===== config.mk =====
export PLATFORM = sky130hd
export DESIGN_NAME = pcie_role_cfg_sideband
export DESIGN_NICKNAME = d
export VERILOG_FILES = /design/src/include/pcie_role_pkg.sv /design/src/hdl/msg_tx_arbiter.sv /design/src/hdl/pcie_role_cfg_sideband.sv
export SDC_FILE = /design/constraint.sdc
export NUM_CORES = 1
export LEC_CHECK = 0
export ABC_AREA = 1
export BUFFER_PORTS_ARGS = -buffer_cell sky130_fd_sc_hd__clkbuf_2
export CAP_MARGIN = 20
export CORE_ASPECT_RATIO = 1.4
export CORE_MARGIN = 1.5
export CORE_UTILIZATION = 43
export DETAILED_ROUTE_END_ITERATION = 10
export GPL_ROUTABILITY_DRIVEN = 1
export PLACE_DENSITY_LB_ADDON = 0.05
export SYNTH_ARGS = -nofsm -noshare
export SYNTH_HDL_FRONTEND = slang
export SYNTH_SLANG_ARGS = --single-unit

===== constraint.sdc =====
create_clock -name I_CLK -period 1.2 [get_ports I_CLK]
set_input_delay 0.24 -clock I_CLK [delete_from_list [all_inputs] [get_ports I_CLK]]
set_output_delay 0.24 -clock I_CLK [all_outputs]
set_load 0.01 [all_outputs]

===== src/include/pcie_role_pkg.sv =====
// Shared constants and types for the role-specific configuration sideband
package pcie_role_pkg;

   // Link power state codes reported to the user
   localparam logic [2:0]  LS_L0        = 3'h0;
   localparam logic [2:0]  LS_L1        = 3'h1;
   localparam logic [2:0]  LS_L23_READY = 3'h2;
   localparam logic [2:0]  LS_PM_PME    = 3'h3;
   localparam logic [2:0]  LS_L0S       = 3'h4;
   localparam logic [2:0]  LS_TO_L1     = 3'h5;
   localparam logic [2:0]  LS_TO_L23    = 3'h6;

   // Message kinds seen on the link side, both directions
   typedef enum logic [2:0] {
      MSG_NONE,
      MSG_ERR_COR,
      MSG_ERR_NONFATAL,
      MSG_ERR_FATAL,
      MSG_PME_TO_ACK,
      MSG_PME_TURN_OFF,
      MSG_PM_PME,
      MSG_OTHER
   } msg_code_type;

   typedef enum logic [1:0] {
      TO_IDLE,
      TO_NOTICE,
      TO_ACK
   } turnoff_state_type;

   // Identity reset values
   localparam logic [7:0]  BUS_NUM_RST  = 8'h00;
   localparam logic [4:0]  DEV_NUM_RST  = 5'h00;
   localparam logic [2:0]  FUNC_NUM     = 3'h0;

   // Register map, byte addresses
   localparam int          APB_AW       = 8;
   localparam logic [7:0]  OFS_CTRL     = 8'h00;
   localparam logic [7:0]  OFS_STATUS   = 8'h04;
   localparam logic [7:0]  OFS_CFGSTAT  = 8'h08;

   // Control and status field positions
   localparam int          CTRL_ROOT_BIT = 0;
   localparam int          ST_BUS_LSB    = 0;
   localparam int          ST_DEV_LSB    = 8;
   localparam int          ST_TO_LSB     = 13;
   localparam int          ST_L3_BIT     = 15;
   localparam int          ST_LINK_LSB   = 16;

   // Configuration status word: upper half write-one-to-clear
   localparam logic [31:0] W1C_MASK      = 32'hffff_0000;
   localparam logic [31:0] CFGSTAT_RST   = 32'h0000_0000;
   localparam int          CS_COR_BIT    = 16;
   localparam int          CS_NF_BIT     = 17;
   localparam int          CS_FATAL_BIT  = 18;
   localparam int          CS_TOACK_BIT  = 19;

endpackage


===== src/hdl/msg_tx_arbiter.sv =====
// Outgoing message arbiter: one pending flag for each of the three kinds it sends
`timescale 1ns/1ns
`default_nettype none
module msg_tx_arbiter
   import pcie_role_pkg::*;
(
   input  wire logic         i_clk,
   input  wire logic         i_rst_n,
   input  wire logic         i_req_ack,
   input  wire logic         i_req_turnoff,
   input  wire logic         i_req_pme,
   input  wire logic [15:0]  i_rid,
   input  wire logic         i_ready,
   output logic              o_valid,
   output msg_code_type      o_code,
   output logic [15:0]       o_rid,
   output logic              o_ack_sent
);

   typedef struct packed {
      logic          pend_ack;
      logic          pend_to;
      logic          pend_pme;
      logic          valid;
      msg_code_type  code;
      logic [15:0]   rid;
   } arb_state_type;

   arb_state_type st_ff;
   arb_state_type nxt_st;

   ////////////////////////////////////////////////////////////////////////
   always_comb begin
      nxt_st          = st_ff;
      // Requests never lost while an earlier message is stalled
      nxt_st.pend_ack = st_ff.pend_ack | i_req_ack;
      nxt_st.pend_to  = st_ff.pend_to | i_req_turnoff;
      nxt_st.pend_pme = st_ff.pend_pme | i_req_pme;
      if (!st_ff.valid || i_ready) begin
         nxt_st.valid = 1'b0;
         nxt_st.rid   = i_rid;
         // Ack first: power may be cut right after it
         if (nxt_st.pend_ack) begin
            nxt_st.valid    = 1'b1;
            nxt_st.code     = MSG_PME_TO_ACK;
            nxt_st.pend_ack = 1'b0;
         end else if (nxt_st.pend_to) begin
            nxt_st.valid   = 1'b1;
            nxt_st.code    = MSG_PME_TURN_OFF;
            nxt_st.pend_to = 1'b0;
         end else if (nxt_st.pend_pme) begin
            nxt_st.valid    = 1'b1;
            nxt_st.code     = MSG_PM_PME;
            nxt_st.pend_pme = 1'b0;
         end
      end
   end

   always_ff @(posedge i_clk) begin
      if (!i_rst_n) begin
         st_ff <= '0;
      end else begin
         st_ff <= nxt_st;
      end
   end

   assign o_valid    = st_ff.valid;
   assign o_code     = st_ff.code;
   assign o_rid      = st_ff.rid;
   assign o_ack_sent = st_ff.valid && i_ready && (st_ff.code == MSG_PME_TO_ACK);
endmodule
`default_nettype wire


===== src/hdl/pcie_role_cfg_sideband.sv =====
// Role-specific configuration sideband between link core and user logic
//
// Behaviour
// - Endpoint bus number output is 8 bits and zero after reset.
// - As endpoint, bus and device numbers reload on every received Type 0 configuration request.
// - Endpoint device number output is 5 bits and zero after reset.
// - Function number output is always zero.
// - Received turn-off message drives notice low, then turn-off-ok is watched.
// - Once turn-off-ok is low, a turn-off acknowledge goes upstream.
// - One-cycle low wake pulse makes the endpoint send a PM_PME message.
// - Root uses downstream bus and device only in messages it builds itself.
// - Write under override sets each write-one-to-clear bit written as one.
// - Under override zeros leave those bits, other bit kinds never change.
// - Without override a one clears such a bit; only events set it.
// - Root pulses message-received whenever a message arrives from the link.
// - Root shows the message requester identity alongside message-received.
// - Root flags correctable, nonfatal and fatal error messages with message-received.
// - Low send-turn-off makes the root send a turn-off message.
// - Root flags the acknowledge and, in the same cycle, reports L2/L3 ready on link state.
// - Link state codes: L0, L1, L2/L3 ready, PM_PME, L0s, transitions.
// - Root raises turn-off-ack flag with message-received on acknowledge arrival.
//
// Local design decisions: the register offsets and the APB interface to the registers.
`timescale 1ns/1ns
`default_nettype none
module pcie_role_cfg_sideband
   import pcie_role_pkg::*;
(
   input  wire logic               I_CLK,
   input  wire logic               I_RST_N,
   // Register bus
   input  wire logic               I_PSEL,
   input  wire logic               I_PENABLE,
   input  wire logic               I_PWRITE,
   input  wire logic [APB_AW-1:0]  I_PADDR,
   input  wire logic [31:0]        I_PWDATA,
   output logic [31:0]             O_PRDATA,
   output logic                    O_PREADY,
   output logic                    O_PSLVERR,
   // Link core side
   input  wire logic               I_RX_CFG0_VALID,
   input  wire logic [7:0]         I_RX_CFG0_BUS,
   input  wire logic [4:0]         I_RX_CFG0_DEV,
   input  wire logic               I_RX_MSG_VALID,
   input  wire msg_code_type       I_RX_MSG_CODE,
   input  wire logic [15:0]        I_RX_MSG_RID,
   input  wire logic [2:0]         I_LINK_STATE,
   output logic                    O_TX_MSG_VALID,
   output msg_code_type            O_TX_MSG_CODE,
   output logic [15:0]             O_TX_MSG_RID,
   input  wire logic               I_TX_MSG_READY,
   // Endpoint user side
   output logic [7:0]              O_BUS_NUM,
   output logic [4:0]              O_DEV_NUM,
   output logic [2:0]              O_FUNC_NUM,
   output logic                    O_TURNOFF_NOTICE_L,
   input  wire logic               I_TURNOFF_OK_L,
   input  wire logic               I_WAKE_REQUEST_L,
   // Root user side
   input  wire logic [7:0]         I_DOWNSTREAM_BUS_NUM,
   input  wire logic [4:0]         I_DOWNSTREAM_DEV_NUM,
   input  wire logic               I_CONFIG_WR_L,
   input  wire logic               I_W1C_OVERRIDE_L,
   input  wire logic [31:0]        I_CONFIG_WRITE_DATA,
   output logic                    O_MSG_RECEIVED,
   output logic [15:0]             O_MSG_RID,
   output logic                    O_GOT_ERR_COR,
   output logic                    O_GOT_ERR_NONFATAL,
   output logic                    O_GOT_ERR_FATAL,
   output logic                    O_GOT_TURNOFF_ACK,
   input  wire logic               I_SEND_TURNOFF_L,
   output logic [2:0]              O_LINK_STATE
);

   typedef struct packed {
      logic               role_root;
      logic [7:0]         bus;
      logic [4:0]         dev;
      turnoff_state_type  to_st;
      logic               turnoff_sent;
      logic               l3;
      logic [2:0]         link;
      logic               msg_rx;
      logic [15:0]        msg_rid;
      logic               got_cor;
      logic               got_nf;
      logic               got_fatal;
      logic               got_ack;
      logic [31:0]        cfgstat;
      logic [31:0]        prdata;
   } main_state_type;

   main_state_type st_ff;
   main_state_type nxt_st;

   logic        req_ack;
   logic        req_turnoff;
   logic        req_pme;
   logic        ack_sent;
   logic [15:0] tx_rid;
   logic [31:0] cs_set;
   logic [1:0]  apb_sel;

   // Register select: 0 none, 1 control, 2 status, 3 configuration status
   function automatic logic [1:0] reg_select(input logic [APB_AW-1:0] addr);
      if (addr == OFS_CTRL) begin
         return 2'h1;
      end else if (addr == OFS_STATUS) begin
         return 2'h2;
      end else if (addr == OFS_CFGSTAT) begin
         return 2'h3;
      end else begin
         return 2'h0;
      end
   endfunction

   ////////////////////////////////////////////////////////////////////////
   assign apb_sel = reg_select(I_PADDR);

   assign tx_rid = st_ff.role_root ? {I_DOWNSTREAM_BUS_NUM, I_DOWNSTREAM_DEV_NUM, FUNC_NUM}
                                   : {st_ff.bus, st_ff.dev, FUNC_NUM};

   always_comb begin
      nxt_st      = st_ff;
      req_ack     = 1'b0;
      req_turnoff = 1'b0;
      req_pme     = 1'b0;
      cs_set      = '0;

      // APB: writes land in the access phase, read data is staged in setup
      if (I_PSEL && I_PENABLE && I_PWRITE && (apb_sel == 2'h1)) begin
         nxt_st.role_root = I_PWDATA[CTRL_ROOT_BIT];
      end
      if (I_PSEL && !I_PENABLE) begin
         nxt_st.prdata = '0;
         if (apb_sel == 2'h1) begin
            nxt_st.prdata[CTRL_ROOT_BIT] = st_ff.role_root;
         end else if (apb_sel == 2'h2) begin
            nxt_st.prdata[ST_BUS_LSB +: 8]  = st_ff.bus;
            nxt_st.prdata[ST_DEV_LSB +: 5]  = st_ff.dev;
            nxt_st.prdata[ST_TO_LSB +: 2]   = st_ff.to_st;
            nxt_st.prdata[ST_L3_BIT]        = st_ff.l3;
            nxt_st.prdata[ST_LINK_LSB +: 3] = O_LINK_STATE;
         end else if (apb_sel == 2'h3) begin
            nxt_st.prdata = st_ff.cfgstat;
         end
      end

      nxt_st.link = I_LINK_STATE;

      // Identity refresh on Type 0 request
      if (!st_ff.role_root && I_RX_CFG0_VALID) begin
         nxt_st.bus = I_RX_CFG0_BUS;
         nxt_st.dev = I_RX_CFG0_DEV;
      end

      case (st_ff.to_st)
         TO_IDLE: begin
            if (!st_ff.role_root && I_RX_MSG_VALID && (I_RX_MSG_CODE == MSG_PME_TURN_OFF)) begin
               nxt_st.to_st = TO_NOTICE;
            end
         end
         TO_NOTICE: begin
            if (!I_TURNOFF_OK_L) begin
               req_ack      = 1'b1;
               nxt_st.to_st = TO_ACK;
            end
         end
         TO_ACK: begin
            if (ack_sent) begin
               nxt_st.to_st = TO_IDLE;
            end
         end
         default: begin
            nxt_st.to_st = TO_IDLE;
         end
      endcase

      // Wake pulse queues a PM_PME message
      req_pme = !st_ff.role_root && !I_WAKE_REQUEST_L;

      // One turn-off message per assertion of the request
      if (!I_SEND_TURNOFF_L) begin
         req_turnoff         = st_ff.role_root && !st_ff.turnoff_sent;
         nxt_st.turnoff_sent = 1'b1;
      end else begin
         nxt_st.turnoff_sent = 1'b0;
      end

      // Received message indications are one-cycle pulses
      nxt_st.msg_rx    = st_ff.role_root && I_RX_MSG_VALID;
      nxt_st.msg_rid   = I_RX_MSG_RID;
      nxt_st.got_cor   = nxt_st.msg_rx && (I_RX_MSG_CODE == MSG_ERR_COR);
      nxt_st.got_nf    = nxt_st.msg_rx && (I_RX_MSG_CODE == MSG_ERR_NONFATAL);
      nxt_st.got_fatal = nxt_st.msg_rx && (I_RX_MSG_CODE == MSG_ERR_FATAL);
      nxt_st.got_ack   = nxt_st.msg_rx && (I_RX_MSG_CODE == MSG_PME_TO_ACK);
      // L3 entry sticks: the link is about to lose power
      if (nxt_st.got_ack) begin
         nxt_st.l3 = 1'b1;
      end

      cs_set[CS_COR_BIT]   = nxt_st.got_cor;
      cs_set[CS_NF_BIT]    = nxt_st.got_nf;
      cs_set[CS_FATAL_BIT] = nxt_st.got_fatal;
      cs_set[CS_TOACK_BIT] = nxt_st.got_ack;

      if (!I_CONFIG_WR_L) begin
         if (!I_W1C_OVERRIDE_L) begin
            nxt_st.cfgstat = st_ff.cfgstat | (I_CONFIG_WRITE_DATA & W1C_MASK);
         end else begin
            nxt_st.cfgstat = (I_CONFIG_WRITE_DATA & ~W1C_MASK)
                           | (st_ff.cfgstat & W1C_MASK & ~I_CONFIG_WRITE_DATA);
         end
      end
      // Event set wins over a same-cycle clear
      nxt_st.cfgstat = nxt_st.cfgstat | cs_set;
   end

   always_ff @(posedge I_CLK) begin
      if (!I_RST_N) begin
         st_ff         <= '0;
         st_ff.bus     <= BUS_NUM_RST;
         st_ff.dev     <= DEV_NUM_RST;
         st_ff.to_st   <= TO_IDLE;
         st_ff.cfgstat <= CFGSTAT_RST;
      end else begin
         st_ff <= nxt_st;
      end
   end

   msg_tx_arbiter u_tx (
      .i_clk         (I_CLK),
      .i_rst_n       (I_RST_N),
      .i_req_ack     (req_ack),
      .i_req_turnoff (req_turnoff),
      .i_req_pme     (req_pme),
      .i_rid         (tx_rid),
      .i_ready       (I_TX_MSG_READY),
      .o_valid       (O_TX_MSG_VALID),
      .o_code        (O_TX_MSG_CODE),
      .o_rid         (O_TX_MSG_RID),
      .o_ack_sent    (ack_sent)
   );

   ////////////////////////////////////////////////////////////////////////
   // Zero-wait slave; unmapped addresses answer with an error
   assign O_PRDATA           = st_ff.prdata;
   assign O_PREADY           = 1'b1;
   assign O_PSLVERR          = I_PSEL && I_PENABLE && (apb_sel == 2'h0);

   assign O_BUS_NUM          = st_ff.bus;
   assign O_DEV_NUM          = st_ff.dev;
   assign O_FUNC_NUM         = FUNC_NUM;
   assign O_TURNOFF_NOTICE_L = (st_ff.to_st != TO_NOTICE);
   assign O_MSG_RECEIVED     = st_ff.msg_rx;
   assign O_MSG_RID          = st_ff.msg_rid;
   assign O_GOT_ERR_COR      = st_ff.got_cor;
   assign O_GOT_ERR_NONFATAL = st_ff.got_nf;
   assign O_GOT_ERR_FATAL    = st_ff.got_fatal;
   assign O_GOT_TURNOFF_ACK  = st_ff.got_ack;
   // Link state code, forced to L2/L3 ready after the acknowledge
   assign O_LINK_STATE       = st_ff.l3 ? LS_L23_READY : st_ff.link;
endmodule
`default_nettype wire


After elaboration in Yosys (flattened, before gate mapping)
Cells that the tools add are included.
Widths: inputs -> output; s select.
Operators by class
  equal/unequal tests: 17
  bitwise operators: 9
  multiplexer cells: 26
  reductions and logical operators: 30
Operator list (count)
  $mux 32: 3
  $and 32x32->32: 1
  $not 32->32: 1
  $or 16x32->32: 1
  $or 32x20->32: 1
  $or 32x32->32: 1
  $mux 31: 1
  $mux 22: 1
  $mux 19: 1
  $logic_and 1x1->1: 17
  $mux 16: 1
  $mux 2: 7
  $mux 13: 1
  $mux 4: 3
  $eq 3x3->1 const B: 3
  $eq 8x3->1 const B: 1
  $eq 8x4->1 const B: 1
  $logic_not 8->1: 1
  $eq 2x2->1 const B: 3
  $eq 3x2->1 const B: 2
  $mux 1: 6
  $ne 2x2->1 const B: 3
  $pmux 2 s3: 1
  $logic_not 1->1: 5
  other kinds (12): 16
Word-level totals
  output and inout bits: 95
  logic and storage cells: 103
  register bits: 129
  bits of input ports: 133

Logic depth before layout (Yosys ltp)
  depth after elaboration: 8
  depth in mapped cells: 8
  gate-level depth less buffers: 8

Cells and area by module
Synthesis repeated with hierarchy kept, for this count alone.
Unflattened totals
  cell total of the unflattened synthesis: 752
  area, all modules: 5735.5 µm²
Modules (own cells, without submodules)
  pcie_role_cfg_sideband: seq. area each 2122.0 µm², instances 1, area each 4728.3 µm², cells an instance 624
  msg_tx_arbiter: seq. area each 460.4 µm², instances 1, area each 1007.2 µm², cells an instance 128

Worst setup path before layout
Ideal clock, no wire load.
  path kind: input to output
  start: input I_PADDR[5]
  end: output O_PSLVERR
  slack: -0.115 ns
  data required time: 0.960 ns
  path buffers: 1
  stages on the path: 5
  data arrival time: 1.075 ns
  cell sequence: nor2_1 -> nand2_2 -> nor2_4 -> buf_4 -> nor4_1
Between the ends
  longest elaborated chain between the ends: 6
  elaborated cells on any way between the ends: 8
  those cells by class: 2 x eq/ne; 3 x mux; 3 x reduce/logical
Ends and longest elaborated chain
  from (decl): RTL line pcie_role_cfg_sideband.sv:35  | input wire logic [APB_AW-1:0] I_PADDR,
  $eq 8x4->1: RTL line pcie_role_cfg_sideband.sv:110  | end else if (addr == OFS_CFGSTAT) begin
  $mux 2: RTL line pcie_role_cfg_sideband.sv:110
  $mux 2: RTL line pcie_role_cfg_sideband.sv:108  | end else if (addr == OFS_STATUS) begin
  $mux 2 *: RTL line pcie_role_cfg_sideband.sv:106  | if (addr == OFS_CTRL) begin
  $logic_not 2->1 *: RTL line pcie_role_cfg_sideband.sv:249  | assign O_PSLVERR = I_PSEL && I_PENABLE && (apb_sel == 2'h0);
  $logic_and 1x1->1 *: RTL line pcie_role_cfg_sideband.sv:249
  to (decl): RTL line pcie_role_cfg_sideband.sv:39  | output logic O_PSLVERR,
Every way passes the cells marked *; elsewhere a longest branch is shown, timed or not.

Worst setup path after layout
  start: register st_ff[88] (netlist bit)
  end: output O_LINK_STATE[1]
Between the ends
  longest elaborated chain between the ends: 1
Ends and longest elaborated chain
  from (decl): RTL line pcie_role_cfg_sideband.sv:93  | main_state_type st_ff;
  from (signal assigned): RTL line pcie_role_cfg_sideband.sv:227  | st_ff <= nxt_st;
  $mux 3: RTL line pcie_role_cfg_sideband.sv:262  | assign O_LINK_STATE = st_ff.l3 ? LS_L23_READY : st_ff.link;
  to (decl): RTL line pcie_role_cfg_sideband.sv:72  | output logic [2:0] O_LINK_STATE
Every way passes these cells.

==> impl_metrics.toml <==
[finish]
stdcell_count = 1035
most-common-layout-cells = "clkbuf_2, nand2_1, dfxtp_1"
syn_to_final_growth_pct = 31.24
antenna_cells = 0
layout_commonest_cell = "clkbuf_2"
fillerInstances = 1220
nNetsFinal = 1005
drive_gt1_frac = 0.3514

[sta]
timing.fmax_mhz = 736.7
slew_violations = 0
hold_violations = 0
rsz0062_at_grt = "true"
finalSetupTns_ns = -0.4840
timing.final.ws_setup_ns = -0.1575
setup_violations = 5
fin_worst_skew_ns = 0.005333
finalCritPeriodShare = 1.131
min_period_ns = 1.357

[critical_path]
cp-start-kind = "flip-flop"
critPathMaxStageDelay_ns = 0.35
rrSetupSlack_ns = 0.09
path_class = "flip-flop to primary output"
critical_path.max_fanout = 4
critPathSlowestCell = "dfxtp_4"
cp_cell_sequence = "or2_4, buf_6"
critPathTopFamily = "flip-flops"
critPathCaptureType = "primary output"
cp.arrival_ns = 1.12
worst-path-buf-inv = 1
cp.required_ns = 0.96

[outcome]
violations = "negative setup slack"
status = "finished with violations"

[clock_network]
htree_levels = 4
cts_tree = "yes"
cts_max_path_buffers = 2
root_buffer = "clkbuf_16"
numCtsBuffers = 17
clock-sinks = 126
path_clk_slew_ns = 0.06
clk_latency_ns = 0.41

[routing]
vias = 4973
antenna_left = 0
drc = 0
drt_first_pass_iters = 4
drtIter0Drc = 133
drt_wl_total_mm = 14.77
via_per_inst = 4.805
wl_per_cell_um = 14.27

[grt]
grt_pass1_vias = 4600
grt_pass1_wl_mm = 22.67
antenna_found_initial = 0
grt_max_degree = 45
grt_overflow = 0
grt_use_total = 0.2177

[synthesis]
synth_top_area_frac = 0.4611
yosys_warnings = 0
yosysTopAreaCell = "dfxtp_1"
ys_top_cells_by_area = "dfxtp_1, nand2_1, buf_4"
postSynthCellCount = 728
ys_ff_latch = 126
netlist_area_um2 = 5470
ys_seq_area_frac = 0.4611
synth_cell_types = 30
syn_area_per_cell_um2 = 7.514

[power]
vdd_drop_max_uv = 683.1
p_leak_uw = 0.003475
powerDensity_nw_per_um2 = 1531

[die]
die_area_um2 = 13420
core_um2 = 12370
pin_count = 228
rows = 48
die_y_um = 136.5
start_util = 0.4422
fp.dieW_um = 98.33

[placed_design]
dp.cells = 976
post-dp-hpwl_mm = 10.24
gp_congestion = 0.8167
io_buffers = 189

[worst_hold_path]
hp-class = "primary input to flip-flop"

[flow_run]
drv_cap = 0
-- worst paths after layout --
path                             start                          end  depth (start not counted)
max             st_ff[88]$_SDFFE_PN0P_              O_LINK_STATE[1]                          2
min                    I_RX_MSG_RID[4]      O_MSG_RID[4]$_SDFF_PN0_                          3
max reg2reg  u_tx.o_valid$_SDFFE_PN0P_  u_tx.o_code[1]$_SDFFE_PN0P_                          7
min reg2reg  O_PRDATA[29]$_SDFFE_PN0P_    O_PRDATA[29]$_SDFFE_PN0P_                          2
-- registers in the layout, indices dropped and copies added, names as in the netlist, named ones only --
| signal | count |
|---|---|
| O_BUS_NUM | 8 |
| O_DEV_NUM | 5 |
| O_GOT_ERR_COR | 1 |
| O_GOT_ERR_FATAL | 1 |
| O_GOT_ERR_NONFATAL | 1 |
| O_GOT_TURNOFF_ACK | 1 |
| O_MSG_RECEIVED | 1 |
| O_MSG_RID | 16 |
| O_PRDATA | 32 |
| st_ff | 28 |
| u_tx.o_code | 3 |
| u_tx.o_rid | 13 |
| u_tx.o_valid | 1 |
| u_tx.st_ff | 3 |
-- power breakdown --
group	switching, µW	internal (µW)	total [µW]
logic	548	460	1010
registers	117	4370	4480
clock network	1910	3590	5500
-- worst min-delay path, cell delays in order --
cell	delay (ns)
clkbuf_2	0.08
nand2_1	0.04
inv_1	0.04
-- repair_timing --
action | CTS | global route
buffers inserted | 5 | 10
setup endpoints to repair | 19 | 23
gates cloned | 0 | 1
hold endpoints to repair | 15 | 0
pin swaps | 6 | 11
resized for setup | 35 | 40
hold buffers | 15 | 0
-- cells in the mapped netlist --
cell type / n
nor2_2: 5
nor3_1: 3
nor2_1: 81
conb_1: 2
nand3_2: 1
a311oi_1: 9
buf_6: 3
inv_1: 37
nor2_4: 2
a31oi_1: 13
nor2_8: 1
o21bai_1: 1
o22ai_1: 4
buf_1: 3
buf_4: 85
a21oi_1: 54
nand2_1: 177
o21ai_1: 25
nand4_1: 3
nand3_1: 24
inv_2: 11
nand3b_1: 2
o21ai_0: 19
or2_2: 1
buf_2: 9
nand2_2: 1
nor4_1: 1
a211oi_1: 4
dfxtp_1: 126
clkbuf_1: 21
-- kinds of logic after synthesis --
logic type,Yosys count,synth area share
AND/OR/NAND/NOR,302,0.2267
flip-flops,126,0.4611
buffers and inverters,169,0.1805
other,2,0.001373
AO/OA/AOI/OAI,129,0.1304
-- through the flow --
stage               setup WS (ns)  hold WS [ns]    util  area [µm²]  power [µW]
floorplan                 0.04141        0.3124       -        5504        5156
global placement          -0.1729        0.4092  0.4945        6118        5467
detailed placement        -0.1961        0.4234  0.4945        6118        5489
CTS                       -0.1834      0.001553  0.5674        7019       11080
global route              -0.2011       0.01032  0.5803        7179       11430
finish                    -0.1575       0.01663  0.5803        7179       10990
-- metal layers --
layer | vias up | wire [µm] | GRT usage
met5 | - | 0 | 0
met4 | 0 | 306 | 0.09233
li1 | 2535 | - | -
met3 | 20 | 700 | 0.05347
met1 | 2274 | 6081 | 0.2498
met2 | 144 | 7677 | 0.3836
-- final cells by class --
| class | count | area, µm² | area share |
|---|---|---|---|
| Timing Repair inverter | 1 | 5.005 | 0.0006971 |
| Multi-Input combinational cell | 438 | 2059 | 0.2869 |
| Clock inverter | 13 | 187.7 | 0.02614 |
| Timing Repair Buffer | 240 | 1514 | 0.2109 |
| Clock buffer | 19 | 452.9 | 0.06309 |
| Sequential cell | 126 | 2576 | 0.3588 |
| Inverter | 48 | 196.4 | 0.02736 |
| Tap cell | 150 | 187.7 | 0.02614 |
(Power assumes the default switching activity.)
